--- src/core/dsf_defines.vh ---
// constants for the driver status flag register bank
`ifndef DSF_DEFINES_VH
`define DSF_DEFINES_VH

// register byte offsets on the apb bus
`define DSF_AW 12
`define DSF_ADDR_STATUS 12'h000
`define DSF_ADDR_CTRL 12'h004
`define DSF_ADDR_IRQ_STATUS 12'h008
`define DSF_ADDR_IRQ_MASK 12'h00C

// driver status snapshot fields
`define DSF_ST_STANDSTILL 31
`define DSF_ST_OPEN_B 30
`define DSF_ST_OPEN_A 29
`define DSF_ST_GSHORT_B 28
`define DSF_ST_GSHORT_A 27
`define DSF_ST_OT_PREWARN 26
`define DSF_ST_OT_SHUTDOWN 25
`define DSF_ST_STALL 24
`define DSF_ST_CS_HI 20
`define DSF_ST_CS_LO 16
`define DSF_ST_LOAD_HI 9
`define DSF_ST_LOAD_LO 0
`define DSF_CS_W 5
`define DSF_LOAD_W 10
`define DSF_LOAD_ZERO 10'h000

// control register
`define DSF_CHOPPER_OFF_TIME_HI 3
`define DSF_CHOPPER_OFF_TIME_LO 0
`define DSF_CHOPPER_OFF_TIME_W 4
`define DSF_CHOPPER_OFF_TIME_RESET 4'h0
`define DSF_CHOPPER_OFF_TIME_OFF 4'h0

// interrupt status and mask layout
`define DSF_IRQ_W 8
`define DSF_IRQ_RESET 8'h00

// synchronised pin vector layout
`define DSF_PIN_W 8
`define DSF_PIN_STEP 0
`define DSF_PIN_OPEN_A 1
`define DSF_PIN_OPEN_B 2
`define DSF_PIN_GSHORT_A 3
`define DSF_PIN_GSHORT_B 4
`define DSF_PIN_PREWARN 5
`define DSF_PIN_OT_LIMIT 6
`define DSF_PIN_BRIDGE_N 7

// standstill delay after the last step pulse
`define DSF_STST_W 21
`define DSF_STST_CLOCKS 21'h100000
`define DSF_STST_ZERO 21'h000000
`define DSF_STST_ONE 21'h000001

`define DSF_WORD_ZERO 32'h00000000

`endif

--- src/core/dsf_sync2.v ---
// two flip-flop synchroniser, one chain per bit
`timescale 1ns/1ps
`default_nettype none
module dsf_sync2 #(
    parameter WIDTH = 8
) (
    input wire pclk,
    input wire presetn,
    input wire ce,
    input wire [WIDTH-1:0] async_in,
    output wire [WIDTH-1:0] sync_out
);
    genvar i;
    generate
        for (i = 0; i < WIDTH; i = i + 1) begin : g_bit
            reg stage1;
            reg stage2;
            always @(posedge pclk or negedge presetn) begin
                if (!presetn) begin
                    stage1 <= 1'b0;
                    stage2 <= 1'b0;
                end else if (ce) begin
                    stage1 <= async_in[i];
                    stage2 <= stage1;
                end
            end
            assign sync_out[i] = stage2;
        end
    endgenerate
endmodule // dsf_sync2
`default_nettype wire

--- src/core/dsf_standstill.v ---
// standstill detector: counts clocks since the last step pulse
`timescale 1ns/1ps
`include "dsf_defines.vh"
`default_nettype none
module dsf_standstill #(
    parameter [`DSF_STST_W-1:0] STANDSTILL_CLOCKS = `DSF_STST_CLOCKS
) (
    input wire pclk,
    input wire presetn,
    input wire ce,
    input wire step_edge,
    output reg standstill
);
    reg [`DSF_STST_W-1:0] count;

    always @(posedge pclk or negedge presetn) begin
        if (!presetn) begin
            count <= `DSF_STST_ZERO;
            standstill <= 1'b0;
        end else if (ce) begin
            if (step_edge) begin
                // stepping resumed
                count <= `DSF_STST_ZERO;
                standstill <= 1'b0;
            end else if (count != STANDSTILL_CLOCKS) begin
                count <= count + `DSF_STST_ONE;
                if (count == STANDSTILL_CLOCKS - `DSF_STST_ONE) begin
                    standstill <= 1'b1;
                end
            end
        end
    end
endmodule // dsf_standstill
`default_nettype wire

--- src/core/dsf_driver_status.v ---
// driver status flag bank with apb slave and interrupt logic
//
// Contract
// - standstill set 2^20 clocks after last step
// - one open-load flag per phase
// - open-load flags never affect power stage
// - ground short sets phase flag, disables stage
// - ground short held until stage disabled
// - prewarning flag high above prewarning threshold
// - one shared prewarning and overtemperature flag
// - overtemperature sets flag, disables drivers
// - drivers stay off until prewarning clears
// - stall on zero load or speed-mode stall
// - report applied current scaling value
// - stall compares load result against zero
`timescale 1ns/1ps
`include "dsf_defines.vh"
`default_nettype none
module dsf_driver_status #(
    parameter [`DSF_STST_W-1:0] STANDSTILL_CLOCKS = `DSF_STST_CLOCKS
) (
    input wire pclk,
    input wire presetn,
    input wire ce,
    input wire psel,
    input wire penable,
    input wire pwrite,
    input wire [`DSF_AW-1:0] paddr,
    input wire [31:0] pwdata,
    output reg [31:0] prdata,
    output reg pready,
    output reg pslverr,
    output reg irq,
    input wire step_pulse,
    input wire open_load_a_det,
    input wire open_load_b_det,
    input wire ground_short_a_det,
    input wire ground_short_b_det,
    input wire temp_prewarn_det,
    input wire temp_limit_det,
    input wire bridge_enable_n,
    input wire [`DSF_LOAD_W-1:0] load_measurement_result,
    input wire load_speed_mode,
    input wire speed_stall_det,
    input wire [`DSF_CS_W-1:0] cs_actual,
    output reg power_stage_enable
);

    // pin synchronisation
    wire [`DSF_PIN_W-1:0] pins_raw;
    wire [`DSF_PIN_W-1:0] pins_s;

    assign pins_raw[`DSF_PIN_STEP] = step_pulse;
    assign pins_raw[`DSF_PIN_OPEN_A] = open_load_a_det;
    assign pins_raw[`DSF_PIN_OPEN_B] = open_load_b_det;
    assign pins_raw[`DSF_PIN_GSHORT_A] = ground_short_a_det;
    assign pins_raw[`DSF_PIN_GSHORT_B] = ground_short_b_det;
    assign pins_raw[`DSF_PIN_PREWARN] = temp_prewarn_det;
    assign pins_raw[`DSF_PIN_OT_LIMIT] = temp_limit_det;
    assign pins_raw[`DSF_PIN_BRIDGE_N] = bridge_enable_n;

    dsf_sync2 #(
        .WIDTH(`DSF_PIN_W)
    ) u_sync (
        .pclk(pclk),
        .presetn(presetn),
        .ce(ce),
        .async_in(pins_raw),
        .sync_out(pins_s)
    );

    wire step_s = pins_s[`DSF_PIN_STEP];
    wire bridge_off_s = pins_s[`DSF_PIN_BRIDGE_N];
    wire prewarn_s = pins_s[`DSF_PIN_PREWARN];
    wire ot_limit_s = pins_s[`DSF_PIN_OT_LIMIT];

    // step edge detection on the synchronised level
    // resets to the idle pin level, so no false edge follows reset
    reg step_prev;
    wire step_edge = step_s & ~step_prev;

    always @(posedge pclk or negedge presetn) begin
        if (!presetn) begin
            step_prev <= 1'b0;
        end else if (ce) begin
            step_prev <= step_s;
        end
    end

    wire standstill;

    dsf_standstill #(
        .STANDSTILL_CLOCKS(STANDSTILL_CLOCKS)
    ) u_standstill (
        .pclk(pclk),
        .presetn(presetn),
        .ce(ce),
        .step_edge(step_edge),
        .standstill(standstill)
    );

    // software control
    reg [`DSF_CHOPPER_OFF_TIME_W-1:0] chopper_off_time;
    reg [`DSF_IRQ_W-1:0] irq_mask;
    reg [`DSF_IRQ_W-1:0] irq_status;

    // status flags
    reg open_load_a;
    reg open_load_b;
    reg ground_short_a;
    reg ground_short_b;
    reg overtemp_prewarn;
    reg overtemp_shutdown;
    reg stall_detected_flag;
    reg [`DSF_LOAD_W-1:0] load_result_q;
    reg [`DSF_CS_W-1:0] cs_actual_q;

    // stage is off by software or by the enable pin
    wire stage_off_req = (chopper_off_time == `DSF_CHOPPER_OFF_TIME_OFF) |
                         bridge_off_s;

    // detection sets, disabling clears; set wins
    wire next_ground_short_a = pins_s[`DSF_PIN_GSHORT_A] |
                               (ground_short_a & ~stage_off_req);
    wire next_ground_short_b = pins_s[`DSF_PIN_GSHORT_B] |
                               (ground_short_b & ~stage_off_req);

    // latched until both limit and prewarning are gone
    wire next_overtemp_shutdown = ot_limit_s |
                                  (overtemp_shutdown & prewarn_s);

    wire next_stall = (load_measurement_result == `DSF_LOAD_ZERO) |
                      (load_speed_mode & speed_stall_det);

    // open-load flags follow the detector level
    always @(posedge pclk or negedge presetn) begin
        if (!presetn) begin
            open_load_a <= 1'b0;
            open_load_b <= 1'b0;
        end else if (ce) begin
            open_load_a <= pins_s[`DSF_PIN_OPEN_A];
            open_load_b <= pins_s[`DSF_PIN_OPEN_B];
        end
    end

    // one prewarning flag shared by both bridges
    always @(posedge pclk or negedge presetn) begin
        if (!presetn) begin
            overtemp_prewarn <= 1'b0;
        end else if (ce) begin
            overtemp_prewarn <= prewarn_s;
        end
    end

    // ground short flags stay set until the stage is disabled
    always @(posedge pclk or negedge presetn) begin
        if (!presetn) begin
            ground_short_a <= 1'b0;
            ground_short_b <= 1'b0;
        end else if (ce) begin
            ground_short_a <= next_ground_short_a;
            ground_short_b <= next_ground_short_b;
        end
    end

    // one overtemperature flag shared by both bridges
    always @(posedge pclk or negedge presetn) begin
        if (!presetn) begin
            overtemp_shutdown <= 1'b0;
        end else if (ce) begin
            overtemp_shutdown <= next_overtemp_shutdown;
        end
    end

    // stall flag registered from same-clock inputs
    always @(posedge pclk or negedge presetn) begin
        if (!presetn) begin
            stall_detected_flag <= 1'b0;
        end else if (ce) begin
            stall_detected_flag <= next_stall;
        end
    end

    // load result and current scaling captured for the status word
    always @(posedge pclk or negedge presetn) begin
        if (!presetn) begin
            load_result_q <= `DSF_LOAD_ZERO;
            cs_actual_q <= {`DSF_CS_W{1'b0}};
        end else if (ce) begin
            load_result_q <= load_measurement_result;
            cs_actual_q <= cs_actual;
        end
    end

    // open-load flags take no part in the enable term
    always @(posedge pclk or negedge presetn) begin
        if (!presetn) begin
            power_stage_enable <= 1'b0;
        end else if (ce) begin
            power_stage_enable <= ~stage_off_req &
                                  ~next_ground_short_a &
                                  ~next_ground_short_b &
                                  ~next_overtemp_shutdown;
        end
    end

    // status word assembly, reserved bits are zero
    reg [31:0] status_word;

    always @* begin
        status_word = `DSF_WORD_ZERO;
        status_word[`DSF_ST_STANDSTILL] = standstill;
        status_word[`DSF_ST_OPEN_B] = open_load_b;
        status_word[`DSF_ST_OPEN_A] = open_load_a;
        status_word[`DSF_ST_GSHORT_B] = ground_short_b;
        status_word[`DSF_ST_GSHORT_A] = ground_short_a;
        status_word[`DSF_ST_OT_PREWARN] = overtemp_prewarn;
        status_word[`DSF_ST_OT_SHUTDOWN] = overtemp_shutdown;
        status_word[`DSF_ST_STALL] = stall_detected_flag;
        status_word[`DSF_ST_CS_HI:`DSF_ST_CS_LO] = cs_actual_q;
        status_word[`DSF_ST_LOAD_HI:`DSF_ST_LOAD_LO] = load_result_q;
    end

    // interrupt events: rising edges of the flags
    wire [`DSF_IRQ_W-1:0] flags_now = {stall_detected_flag,
                                       overtemp_shutdown,
                                       overtemp_prewarn,
                                       ground_short_b,
                                       ground_short_a,
                                       open_load_b,
                                       open_load_a,
                                       standstill};
    reg [`DSF_IRQ_W-1:0] flags_prev;
    wire [`DSF_IRQ_W-1:0] irq_event = flags_now & ~flags_prev;

    always @(posedge pclk or negedge presetn) begin
        if (!presetn) begin
            flags_prev <= `DSF_IRQ_RESET;
        end else if (ce) begin
            flags_prev <= flags_now;
        end
    end

    // apb decode
    wire access = psel & penable;
    wire xfer_done = access & pready;
    wire wr_done = xfer_done & pwrite;
    wire rd_done = xfer_done & ~pwrite;

    // unmapped offsets read zero and raise pslverr
    reg addr_hit;
    reg [31:0] read_mux;

    always @* begin
        addr_hit = 1'b1;
        read_mux = `DSF_WORD_ZERO;
        case (paddr)
            `DSF_ADDR_STATUS: begin
                read_mux = status_word;
            end
            `DSF_ADDR_CTRL: begin
                read_mux[`DSF_CHOPPER_OFF_TIME_HI:`DSF_CHOPPER_OFF_TIME_LO] = chopper_off_time;
            end
            `DSF_ADDR_IRQ_STATUS: begin
                read_mux[`DSF_IRQ_W-1:0] = irq_status;
            end
            `DSF_ADDR_IRQ_MASK: begin
                read_mux[`DSF_IRQ_W-1:0] = irq_mask;
            end
            default: begin
                addr_hit = 1'b0;
            end
        endcase
    end

    // one wait state, answer registered
    always @(posedge pclk or negedge presetn) begin
        if (!presetn) begin
            pready <= 1'b0;
            pslverr <= 1'b0;
            prdata <= `DSF_WORD_ZERO;
        end else if (ce) begin
            if (access & ~pready) begin
                pready <= 1'b1;
                pslverr <= ~addr_hit;
                prdata <= pwrite ? `DSF_WORD_ZERO : read_mux;
            end else begin
                pready <= 1'b0;
                pslverr <= 1'b0;
            end
        end
    end

    // writable registers; the status word ignores writes
    always @(posedge pclk or negedge presetn) begin
        if (!presetn) begin
            chopper_off_time <= `DSF_CHOPPER_OFF_TIME_RESET;
            irq_mask <= `DSF_IRQ_RESET;
        end else if (ce && wr_done) begin
            case (paddr)
                `DSF_ADDR_CTRL: begin
                    chopper_off_time <= pwdata[`DSF_CHOPPER_OFF_TIME_HI:`DSF_CHOPPER_OFF_TIME_LO];
                end
                `DSF_ADDR_IRQ_MASK: begin
                    irq_mask <= pwdata[`DSF_IRQ_W-1:0];
                end
                default: begin
                    // status word and unmapped: no effect
                    irq_mask <= irq_mask;
                end
            endcase
        end
    end

    // read-clear only removes the bits that were reported
    wire irq_rd_clear = rd_done & (paddr == `DSF_ADDR_IRQ_STATUS);
    wire [`DSF_IRQ_W-1:0] irq_clear = irq_rd_clear ?
                                      prdata[`DSF_IRQ_W-1:0] :
                                      `DSF_IRQ_RESET;
    wire [`DSF_IRQ_W-1:0] next_irq_status;

    genvar b;
    generate
        for (b = 0; b < `DSF_IRQ_W; b = b + 1) begin : g_irq
            // a new event wins over a clear in the same cycle
            assign next_irq_status[b] = irq_event[b] |
                                        (irq_status[b] & ~irq_clear[b]);
        end
    endgenerate

    always @(posedge pclk or negedge presetn) begin
        if (!presetn) begin
            // irq follows the next status, so it rises with the bit
            irq_status <= `DSF_IRQ_RESET;
            irq <= 1'b0;
        end else if (ce) begin
            irq_status <= next_irq_status;
            irq <= |(next_irq_status & irq_mask);
        end
    end

endmodule // dsf_driver_status
`default_nettype wire

--- config.mk ---
export PLATFORM = sky130hd
export DESIGN_NAME = dsf_driver_status
export DESIGN_NICKNAME = d
export VERILOG_FILES = /design/src/core/dsf_sync2.v /design/src/core/dsf_standstill.v /design/src/core/dsf_driver_status.v
export VERILOG_INCLUDE_DIRS = /design/src /design/src/core
export SDC_FILE = /design/constraint.sdc
export NUM_CORES = 1
export LEC_CHECK = 0
export BUFFER_PORTS_ARGS = -buffer_cell sky130_fd_sc_hd__clkbuf_2
export CORE_UTILIZATION = 55
export CTS_BUF_LIST = sky130_fd_sc_hd__clkbuf_2
export DETAILED_ROUTE_END_ITERATION = 7
export PLACE_DENSITY = 0.8
export SYNTH_ARGS = -nofsm -noshare
export SYNTH_HDL_FRONTEND = slang
export SYNTH_SLANG_ARGS = --single-unit
--- constraint.sdc ---
create_clock -name pclk -period 2.7 [get_ports pclk]
set_input_delay 0.135 -clock pclk [delete_from_list [all_inputs] [get_ports pclk]]
set_output_delay 0.135 -clock pclk [all_outputs]
set_load 0.03 [all_outputs]
=== Yosys cells after proc, flatten, opt, wreduce, memory -nomap -nowiden ===
Cells that the tools add are included.

* Bits in registers: 125
* Input port bits: 75
* Output and inout port bits: 36

* $add $sub $neg: 1
* Equal/unequal tests: 5
* Mux-type cells: 13
* Bitwise logic cells: 54
* Reductions and logical operators: 13

{| class="wikitable"
|+ Operators by type and width
! kind !! number
|-
| 21-bit 2-to-1 mux || 2
|-
| 32-bit 2-to-1 mux || 1
|-
| 12-bit by 4-bit == test with 1-bit output (second input constant) || 2
|-
| 24-bit 2-to-1 mux || 1
|-
| 1-bit AND || 22
|-
| 21-bit by 1-bit adder with 21-bit output (second input constant) || 1
|-
| 21-bit by 20-bit == test with 1-bit output (second input constant) || 1
|-
| 21-bit inequality test (second input constant) || 1
|-
| 8-bit AND || 2
|-
| 1-bit inverter || 16
|-
| 4-bit one-hot mux with 4 select lines || 1
|-
| 1-bit bitwise OR || 13
|-
| 12-bit by 3-bit == test with 1-bit output (second input constant) || 1
|-
| 12-bit zero test || 1
|-
| 4-bit one-hot mux with 3 select lines || 1
|-
| 10-bit zero test || 1
|-
| 8-bit 2-to-1 mux || 1
|-
| 8-bit inverter || 1
|-
| 2-bit AND reduction || 4
|-
| 8-bit OR reduction || 1
|-
| 1-bit 2-to-1 mux || 6
|-
| 4-bit zero test || 1
|-
| 2-bit nonzero test || 2
|-
| 4-bit OR reduction || 1
|-
| other kinds (2) || 2
|}

=== Depth between registers and ports, before layout ===
Gate-level depths: netlist of the first run.

* Depth after elaboration: 10
* Gate-level depth with buffers: 8

=== Cells and area by module ===
Synthesis of the first run repeated with hierarchy kept, for this count alone.

* Cell total of the unflattened synthesis: 481
* Area, all modules: 5541.6 um^2

{| class="wikitable"
|+ By module, submodules not included
! module !! instances !! cells each !! area an instance (um^2) !! seq. area each (um^2)
|-
| dsf_driver_status || 1 || 284 || 3503.4 || 1951.9
|-
| dsf_standstill || 1 || 155 || 1328.8 || 550.5
|-
| dsf_sync2 || 1 || 42 || 709.4 || 400.4
|}

=== Least setup slack after synthesis of the first run ===
OpenSTA, ideal clock, no wires.

* Path type: register -> register
* Start point: register pready
* End point: register irq
* Setup time: 130 ps
* Arrival: 1847 ps
* Required time: 2570 ps
* Path slack: 723 ps
* Stages on the path, launching flop included: 6
* Buffers on the path: 0
* Clock period less this slack: 1977 ps
* Cells stage by stage: dfrtp_1 inv_1 or4_1 or3_1 o31ai_1 a31oi_1

* Cells in the longest elaborated chain, start to end: 9
* Elaborated cells between the ends (all ways): 30
* Classes of those cells: 1 x mux; 28 x bitwise; 1 x reduce/logical

{| class="wikitable"
|+ RTL lines
! item !! line !! source
|-
| start: declaration || dsf_driver_status.v:31 || <nowiki>output reg pready,</nowiki>
|-
| start signal: assignment || dsf_driver_status.v:279 || <nowiki>pready <= 1'b0;</nowiki>
|-
| start signal: assignment || dsf_driver_status.v:284 || <nowiki>pready <= 1'b1;</nowiki>
|-
| start signal: assignment || dsf_driver_status.v:288 || <nowiki>pready <= 1'b0;</nowiki>
|-
| 1-bit AND (*) || dsf_driver_status.v:246 || <nowiki>wire xfer_done = access & pready;</nowiki>
|-
| 1-bit AND (*) || dsf_driver_status.v:248 || <nowiki>wire rd_done = xfer_done & ~pwrite;</nowiki>
|-
| 1-bit AND (*) || dsf_driver_status.v:316 || <nowiki>wire irq_rd_clear = rd_done & (paddr == `DSF_ADDR_IRQ_STATUS);</nowiki>
|-
| 8-bit 2-to-1 mux (no line) (*) || - ||
|-
| 1-bit inverter || dsf_driver_status.v:327 || <nowiki>(irq_status[b] & ~irq_clear[b]);</nowiki>
|-
| 1-bit AND || dsf_driver_status.v:327 ||
|-
| 1-bit bitwise OR || dsf_driver_status.v:326 || <nowiki>assign next_irq_status[b] = irq_event[b] |</nowiki>
|-
| 8-bit AND (*) || dsf_driver_status.v:338 || <nowiki>irq <= |(next_irq_status & irq_mask);</nowiki>
|-
| 8-bit OR reduction (*) || dsf_driver_status.v:338 ||
|-
| end signal: assignment || dsf_driver_status.v:338 ||
|-
| end: declaration || dsf_driver_status.v:33 || <nowiki>output reg irq,</nowiki>
|}

Mark *: on every way between the ends. The rest lies on a longest branch, timed or not.
A chain may end at the register's enable or synchronous reset.

=== Worst setup path in the final report of the first run ===
* Start point: register u_standstill.count[0]
* End point: register u_standstill.count[14]

* Cells in the longest elaborated chain, start to end: 3
* Elaborated cells between the ends (all ways): 6
* Classes of those cells: 1 x add/sub; 1 x eq/ne; 2 x mux; 2 x reduce/logical

{| class="wikitable"
|+ RTL lines
! item !! line !! source
|-
| start: declaration || dsf_standstill.v:14 || <nowiki>reg [`DSF_STST_W-1:0] count;</nowiki>
|-
| start signal: assignment || dsf_standstill.v:18 || <nowiki>count <= `DSF_STST_ZERO;</nowiki>
|-
| start signal: assignment || dsf_standstill.v:23 || <nowiki>count <= `DSF_STST_ZERO;</nowiki>
|-
| start signal: assignment || dsf_standstill.v:26 || <nowiki>count <= count + `DSF_STST_ONE;</nowiki>
|-
| 21-bit by 1-bit adder with 21-bit output (no line) or 21-bit inequality test (tied branches) || - ||
|-
| 21-bit 2-to-1 mux or 2-bit nonzero test (tied branches) || - ||
|-
| 21-bit 2-to-1 mux or 2-bit AND reduction (tied branches) || - ||
|}

Parallel ways exist; a longest one is shown, timed or not. The select of a mux whose other input is x is not followed.

==> flow_summary.toml, run 1 <==
[outcome]
status = "finished, final reports clean"

[synth]
synth_edf_count = 0
synth_seq_cells = 116
yosys.area_share.simple_pct = 13.9
async_flop_share_pct = 100
synthAdderAreaFrac_pct = 0.471
ys_types = 43
syn_area_sq_um = 5320
yosys-top-cells-count = "116 x dfrtp_1, 55 x mux2_2, 41 x o21ai_0, 38 x nand2_1, 25 x a22o_1"
synth_xor_xnor_area_share_pct = 0.329
synthFlopType = "dfrtp_1"
synth_compound_area_share_pct = 12.4
synth-seq-area-share_pct = 54.6
yosys.area.top_type = "dfrtp_1"
ys_warn_count = 0
yosysMostFrequentCell = "dfrtp_1"
ys_top_cells_by_area = "dfrtp_1 55%, mux2_2 12%, a22o_1 4.1%, o21ai_0 3.9%, nand2_1 2.7%"
synth_top_family_by_area = "multiplexers"
synth.area.mux_share_pct = 14.1
synth_top_area_share_pct = 54.6
synthCells = 462
syn_avg_cell_area_sq_um = 11.5

[cells_and_area]
fin_util_pct = 69.9
layout-drive-gt1-share_pct = 30.9
final_cell_count_no_fill = 730
areaGrowthSynthToFinish_pct = 22.0
layout.nets = 665
antennaDiodeCount = 0

[setup_path]
reg2reg_from = "u_standstill.count[0]"
path_class = "flip-flop to flip-flop"
startpoint_type = "flip-flop"
r2r_cells = 8
critical_path_required_ns = 3.24
setup.worst_path.end_class = "flip-flop"
reg2reg_slack_ns = 0.37
cp_max_fo = 9
critPathArrivalTime_ns = 2.87
crit_path_start = "u_standstill.count[0]"
r2r-end = "u_standstill.count[14]"

[clock_network]
cts_setup_buffers = 0
clockRootBuffer = "clkbuf_2"
numCtsBuffers = 17
clock_latency_ns = 0.63
cts_sinks = 116
h-tree-depth = 4
cts.path.max_buffers = 2
tritoncts = "done"
clk_pin_slew_ns = 0.19

[floorplanning]
ios = 111
chipHeight_um = 100
core_area_sq_um = 9280
die_w_um = 100
initial_core_util_pct = 57.3
die_area_sq_um = 10100
num_rows = 35

[power_and_ir_drop]
p_sw_mw = 1.03
pwr-share-clk_pct = 32.5
vdd_drop_max_v = 0.000353
p_comb_share_pct = 13.5
pwr-share-seq_pct = 54.0
p_per_area_nw_per_um2 = 563
power.internal_mw = 2.62
switching_share_pct = 28.2
p_leak_nw = 2.97

[global_route]
grt_max_degree = 61
grt_pass1_vias = 4123
antenna_found_initial = 0
grt-ovfl-total = 0
grt_pass1_wl_um = 20000
track_usage_pct = 25.9

[timing]
fin_crit_ns = 2.33
setup_viol = 0
finalHoldViolCount = 0
max_freq_ghz = 0.429
worstMarginPinSlew_ns = 0.721
slew_violations = 0
slew_headroom_pct = 51.9
period_share_pct = 86.4
fin_tns_setup_ns = 0
finClkSkew_ns = 0.0304
rsz0062_at_grt = "no"

[place]
dp.cells = 657
post-dp-hpwl_um = 7920
gp_congestion = 0.889
io_buffer_count = 77

[route]
ant_nets = 0
num_vias = 4133
wl_per_cell_um = 16.5
drt-total-wl_um = 12000
vias_per_cell = 5.66
drc = 0
first_pass_iters = 6
drtIter0Drc = 226

[worst_hold_path]
hold_end = "irq_status[7]"
min_path_cells = 6
worstHoldPathType = "input pin to flip-flop"
hold_start = "paddr[10]"

[flow_run]
maxCapViolCount = 0
[metal layers]
layer,up-vias,global-route usage [%],wire (um)
met2,146,42.7,5970
met4,0,8.47,187
met3,15,6.75,721
li1,1930,-,-
met1,2042,33.7,5130
met5,-,0,0
[layout by cell type, fill, tap and decap left out, types with 2 or more instances in the layout]
cell type and instances:
and4_1 2, and3_1 2, or3_1 14, clkinvlp_4 3, nor2b_1 15, buf_4 10, clkbuf_2 95, conb_1 9
nor4_1 9, nand4_1 8, clkinv_2 4, nor4_2 4, a22o_1 25, nand2_1 38, a21oi_1 20, clkinv_4 2
a31oi_1 5, ha_1 2, bufinv_16 3, o31ai_1 5, mux2i_1 4, mux4_2 4, o21ai_0 41, xnor2_1 2
dfrtp_1 116, mux2_2 55, nand3_1 10, dlygate4sd3_1 41, inv_1 15, nor2_1 14, or4_1 5, and2_1 2
nand2b_1 2
[through the flow]
step | hold slack [ns] | power, mW | area, sq um | setup slack (ns)
final | 0.0651 | 3.65 | 6480 | 0.368
after global routing | 0.0455 | 3.83 | 6480 | 0.103
after CTS | 0.0196 | 3.68 | 6480 | 0.394
after detailed placement | 0.186 | 2.45 | 5820 | 0.454
after global placement | 0.185 | 2.42 | 5820 | 0.581
after floorplan | -0.161 | 2.28 | 5350 | 0.723
[worst max-delay path by stage]
| stage | end | slack (ns) | depth (start not counted) |
|---|---|---|---|
| floorplan | irq | 0.72 | 5 |
| global placement | u_standstill.count[16] | 0.58 | 8 |
| detailed placement | u_standstill.count[14] | 0.45 | 8 |
| CTS | u_standstill.count[14] | 0.39 | 8 |
| global route | u_standstill.count[14] | 0.10 | 8 |
| finish | u_standstill.count[14] | 0.37 | 8 |
[critical path, stage by stage (launching register included)]
cell and delay [ns]:
dfrtp_1 0.45, inv_1 0.10, ha_1 0.15, nor4bb_1 0.30, nand4_1 0.21, o211ai_1 0.58, buf_4 0.25, o21ai_0 0.09
a21oi_1 0.13
[final cells by class]
cell class | instances | area (sq um)
clock buffer | 19 | 95.1
clock inverter | 13 | 159
fill | 656 | 2800
inverter | 15 | 56.3
multi-input combinational | 310 | 2220
sequential | 116 | 2900
tap | 129 | 161
timing repair buffer | 128 | 886
[flip-flops by register name (all words and copies together) (netlist names), 4 cells and up]
register             count
chopper_off_time         4
cs_actual_q              5
flags_prev               8
irq_mask                 8
irq_status               8
load_result_q           10
prdata                  23
u_standstill.count      21
u_sync.g_bit.stage1      8
u_sync.g_bit.stage2      8
[logic make-up (layout without fill, tap and decap cells)]
family / count (synthesis) / count (layout)
flops: 116 / 116
other cells: 1 / 9
buf+inv: 44 / 175
mux: 63 / 63
fa+ha+maj: 2 / 2
xor+xnor: 2 / 2
compound gates: 104 / 104
simple gates: 130 / 130
[what timing repair did]
item / CTS / global route
endpoints found under the hold margin: 139 / 0
gates resized for setup: 0 / 0
hold buffers: 41 / 0
[power groups by stage]
stage | combinational, mW | sequential [mW] | clock [mW]
global placement | 0.425 | 2.00 | 0
detailed placement | 0.444 | 2.00 | 0
global route | 0.547 | 1.99 | 1.29
finish | 0.492 | 1.97 | 1.19
floorplan | 0.298 | 1.98 | 0
CTS | 0.494 | 1.97 | 1.21
Note: power is estimated with default switching activity, not from simulation.
==> run 2, diff against run 1 <==
--- a/config.mk
+++ b/config.mk
@@ -11,6 +11,7 @@
 export CTS_BUF_LIST = sky130_fd_sc_hd__clkbuf_2
 export DETAILED_ROUTE_END_ITERATION = 7
 export PLACE_DENSITY = 0.8
+export REMOVE_ABC_BUFFERS = 1
 export SYNTH_ARGS = -nofsm -noshare
 export SYNTH_HDL_FRONTEND = slang
 export SYNTH_SLANG_ARGS = --single-unit
==> flow_summary.toml, run 2 (same netlist as run 1, synthesis figures left out) <==
[outcome]
status = "finished, final reports clean"

[cells_and_area]
fill_cells = 654
layout.nets = 673
largest_reg_flops = 23
fin_area_sq_um = 6570
antennaDiodeCount = 0
regArea_sq_um = 2900
layout_commonest_cell = "dfrtp_1"
areaGrowthSynthToFinish_pct = 23.6
final_cell_mix = "116 x dfrtp_1, 93 x clkbuf_2, 55 x mux2_2"
regMostFlops = "prdata"
reg_top3 = "prdata: 23 flops, u_standstill.count: 21 flops, load_result_q: 10 flops"
multi_input_area_sq_um = 2220
layout-drive-gt1-share_pct = 30.9

[place]
placed_cell_area_sq_um = 5830
io_buffer_count = 77
post-dp-hpwl_um = 7910
gp_congestion = 0.876

[setup_path]
critical_path.cell_chain = "dlygate4sd3_1 -> clkbuf_2 -> nor4_2 -> dlygate4sd3_1 -> nand3_2 -> nor4_4 -> dlygate4sd3_1 -> nand2_1 -> a22o_1"
critPathArrivalTime_ns = 3.00
worst_path_dominant_cell_family = "buffers and inverters"
slowest_delay_ns = 0.65
cp_max_fo = 6
cp_slowest_cell = "dlygate4sd3_1"
critical_path_required_ns = 3.26
cpMostUsedCell = "dlygate4sd3_1"
setup.worst_path.end_class = "flip-flop"
path_class = "input pin to flip-flop"
cp.buffers_inverters = 4
startpoint_type = "input pin"

[timing]
finalHoldViolCount = 0
max_freq_ghz = 0.409
rsz0062_at_grt = "no"
fin_tns_setup_ns = 0
slew_violations = 0
setup_viol = 0
period_share_pct = 90.5
fin_crit_ns = 2.44
worstMarginPinSlew_ns = 0.573
finClkSkew_ns = 0.0323
slew_headroom_pct = 61.8

[clock_network]
clk_pin_slew_ns = 0.21
cts_sinks = 116
clock_latency_ns = 0.68
cts.path.max_buffers = 2
numCtsBuffers = 17
h-tree-depth = 4
tritoncts = "done"
clockRootBuffer = "clkbuf_2"

[power_and_ir_drop]
vdd_drop_max_v = 0.000293
p_sw_mw = 1.10
p_total_mw = 3.73
p_comb_share_pct = 13.5
p_leak_nw = 3.04
switching_share_pct = 29.5
power.internal_mw = 2.63
p_per_area_nw_per_um2 = 568
pwr-share-seq_pct = 53.0
pwr-share-clk_pct = 33.5

[global_route]
grt_max_degree = 68
grt-ovfl-total = 0
track_usage_pct = 27.1
grt_pass1_wl_um = 20800
antenna_found_initial = 0
grt_pass1_vias = 4402

[route]
first_pass_iters = 4
wl_per_cell_um = 17.4
vias_per_cell = 5.87
drc = 0
drt-total-wl_um = 12900
num_vias = 4334
ant_nets = 0
drtIter0Drc = 292

[floorplanning]
num_rows = 35
core_area_sq_um = 9280
die_area_sq_um = 10100
ios = 111
chipHeight_um = 100
initial_core_util_pct = 57.3
die_w_um = 100

[worst_hold_path]
worstHoldPathType = "input pin to flip-flop"

[flow_run]
maxCapViolCount = 0
-- run 2: cell types whose count changed in the layout (fill, tap and decap cells not counted) --
cell	before	now
dlygate4sd3_1	41	45
clkinv_2	4	2
clkinvlp_4	3	2
clkbuf_2	95	93
clkinv_4	2	4
clkinv_1	0	1
buf_4	10	13
inv_6	1	3
dlymetal6s4s_1	0	1
-- run 2: power groups by stage --
stage	Sequential, mW	Clock, mW	Combinational [mW]
finish	1.98	1.25	0.504
global route	2.00	1.34	0.551
CTS	1.97	1.26	0.499
detailed placement	2.00	0	0.445
global placement	1.99	0	0.425
floorplan	1.98	0	0.261
-- run 2: final timing paths --
path / to / depth (start not counted) / slack, ns / start
max: irq_status[0] / 9 / 0.26 / paddr[4]
min: irq_mask[4] / 5 / 0.11 / penable
max reg2reg: irq_status[0] / 6 / 0.37 / pready
min reg2reg: prdata[9] / 1 / 0.48 / load_result_q[9]
max in group asynchronous: prdata[9] / 4 / 0.94 / presetn
min in group asynchronous: prdata[0] / 3 / 0.51 / presetn
-- run 2: timing repair --
action,CTS,global route
hold buffers,46,0
resized for setup,0,1
setup buffers,0,2
hold endpoints to repair,152,0
endpoints found under the setup margin,0,21
-- run 2: layout make-up --
type                            instances  share of cell area (%)
Clock buffer                           17                    1.29
Clock inverter                         15                    2.74
Inverter                               15                   0.857
Multi-Input combinational cell        310                    33.9
Sequential cell                       116                    44.2
Tap cell                              129                    2.46
Timing Repair Buffer                  136                    14.6
-- run 2: layer usage --
layer  vias to the layer above  part of all wire (%)  GRT usage [%]
met3                        45                   7.0           7.17
met4                         0                   3.2           13.6
met5                         -                     0              0
li1                       1944                     -              -
met2                       193                    50           44.8
met1                      2152                    40           32.8
-- run 2: worst min-delay path, stage by stage --
cell and delay, ns:
clkbuf_2 0.09, nand3_1 0.11, nor4_2 0.07, buf_4 0.16
mux2_2 0.21
-- run 2: per-stage QoR --
| stage | worst slack, ns | hold WS (ns) | utilization, % | instances |
|---|---|---|---|---|
| 2_1_floorplan | 0.604 | -0.161 | - | 441 |
| 3_3_place_gp | 0.516 | 0.200 | 62.8 | 658 |
| 3_5_place_dp | 0.475 | 0.209 | 62.8 | 658 |
| 4_1_cts | 0.250 | 0.0606 | 70.6 | 736 |
| 5_1_grt | 0.103 | 0.118 | 70.8 | 738 |
| 6_report | 0.257 | 0.109 | 70.8 | 738 |
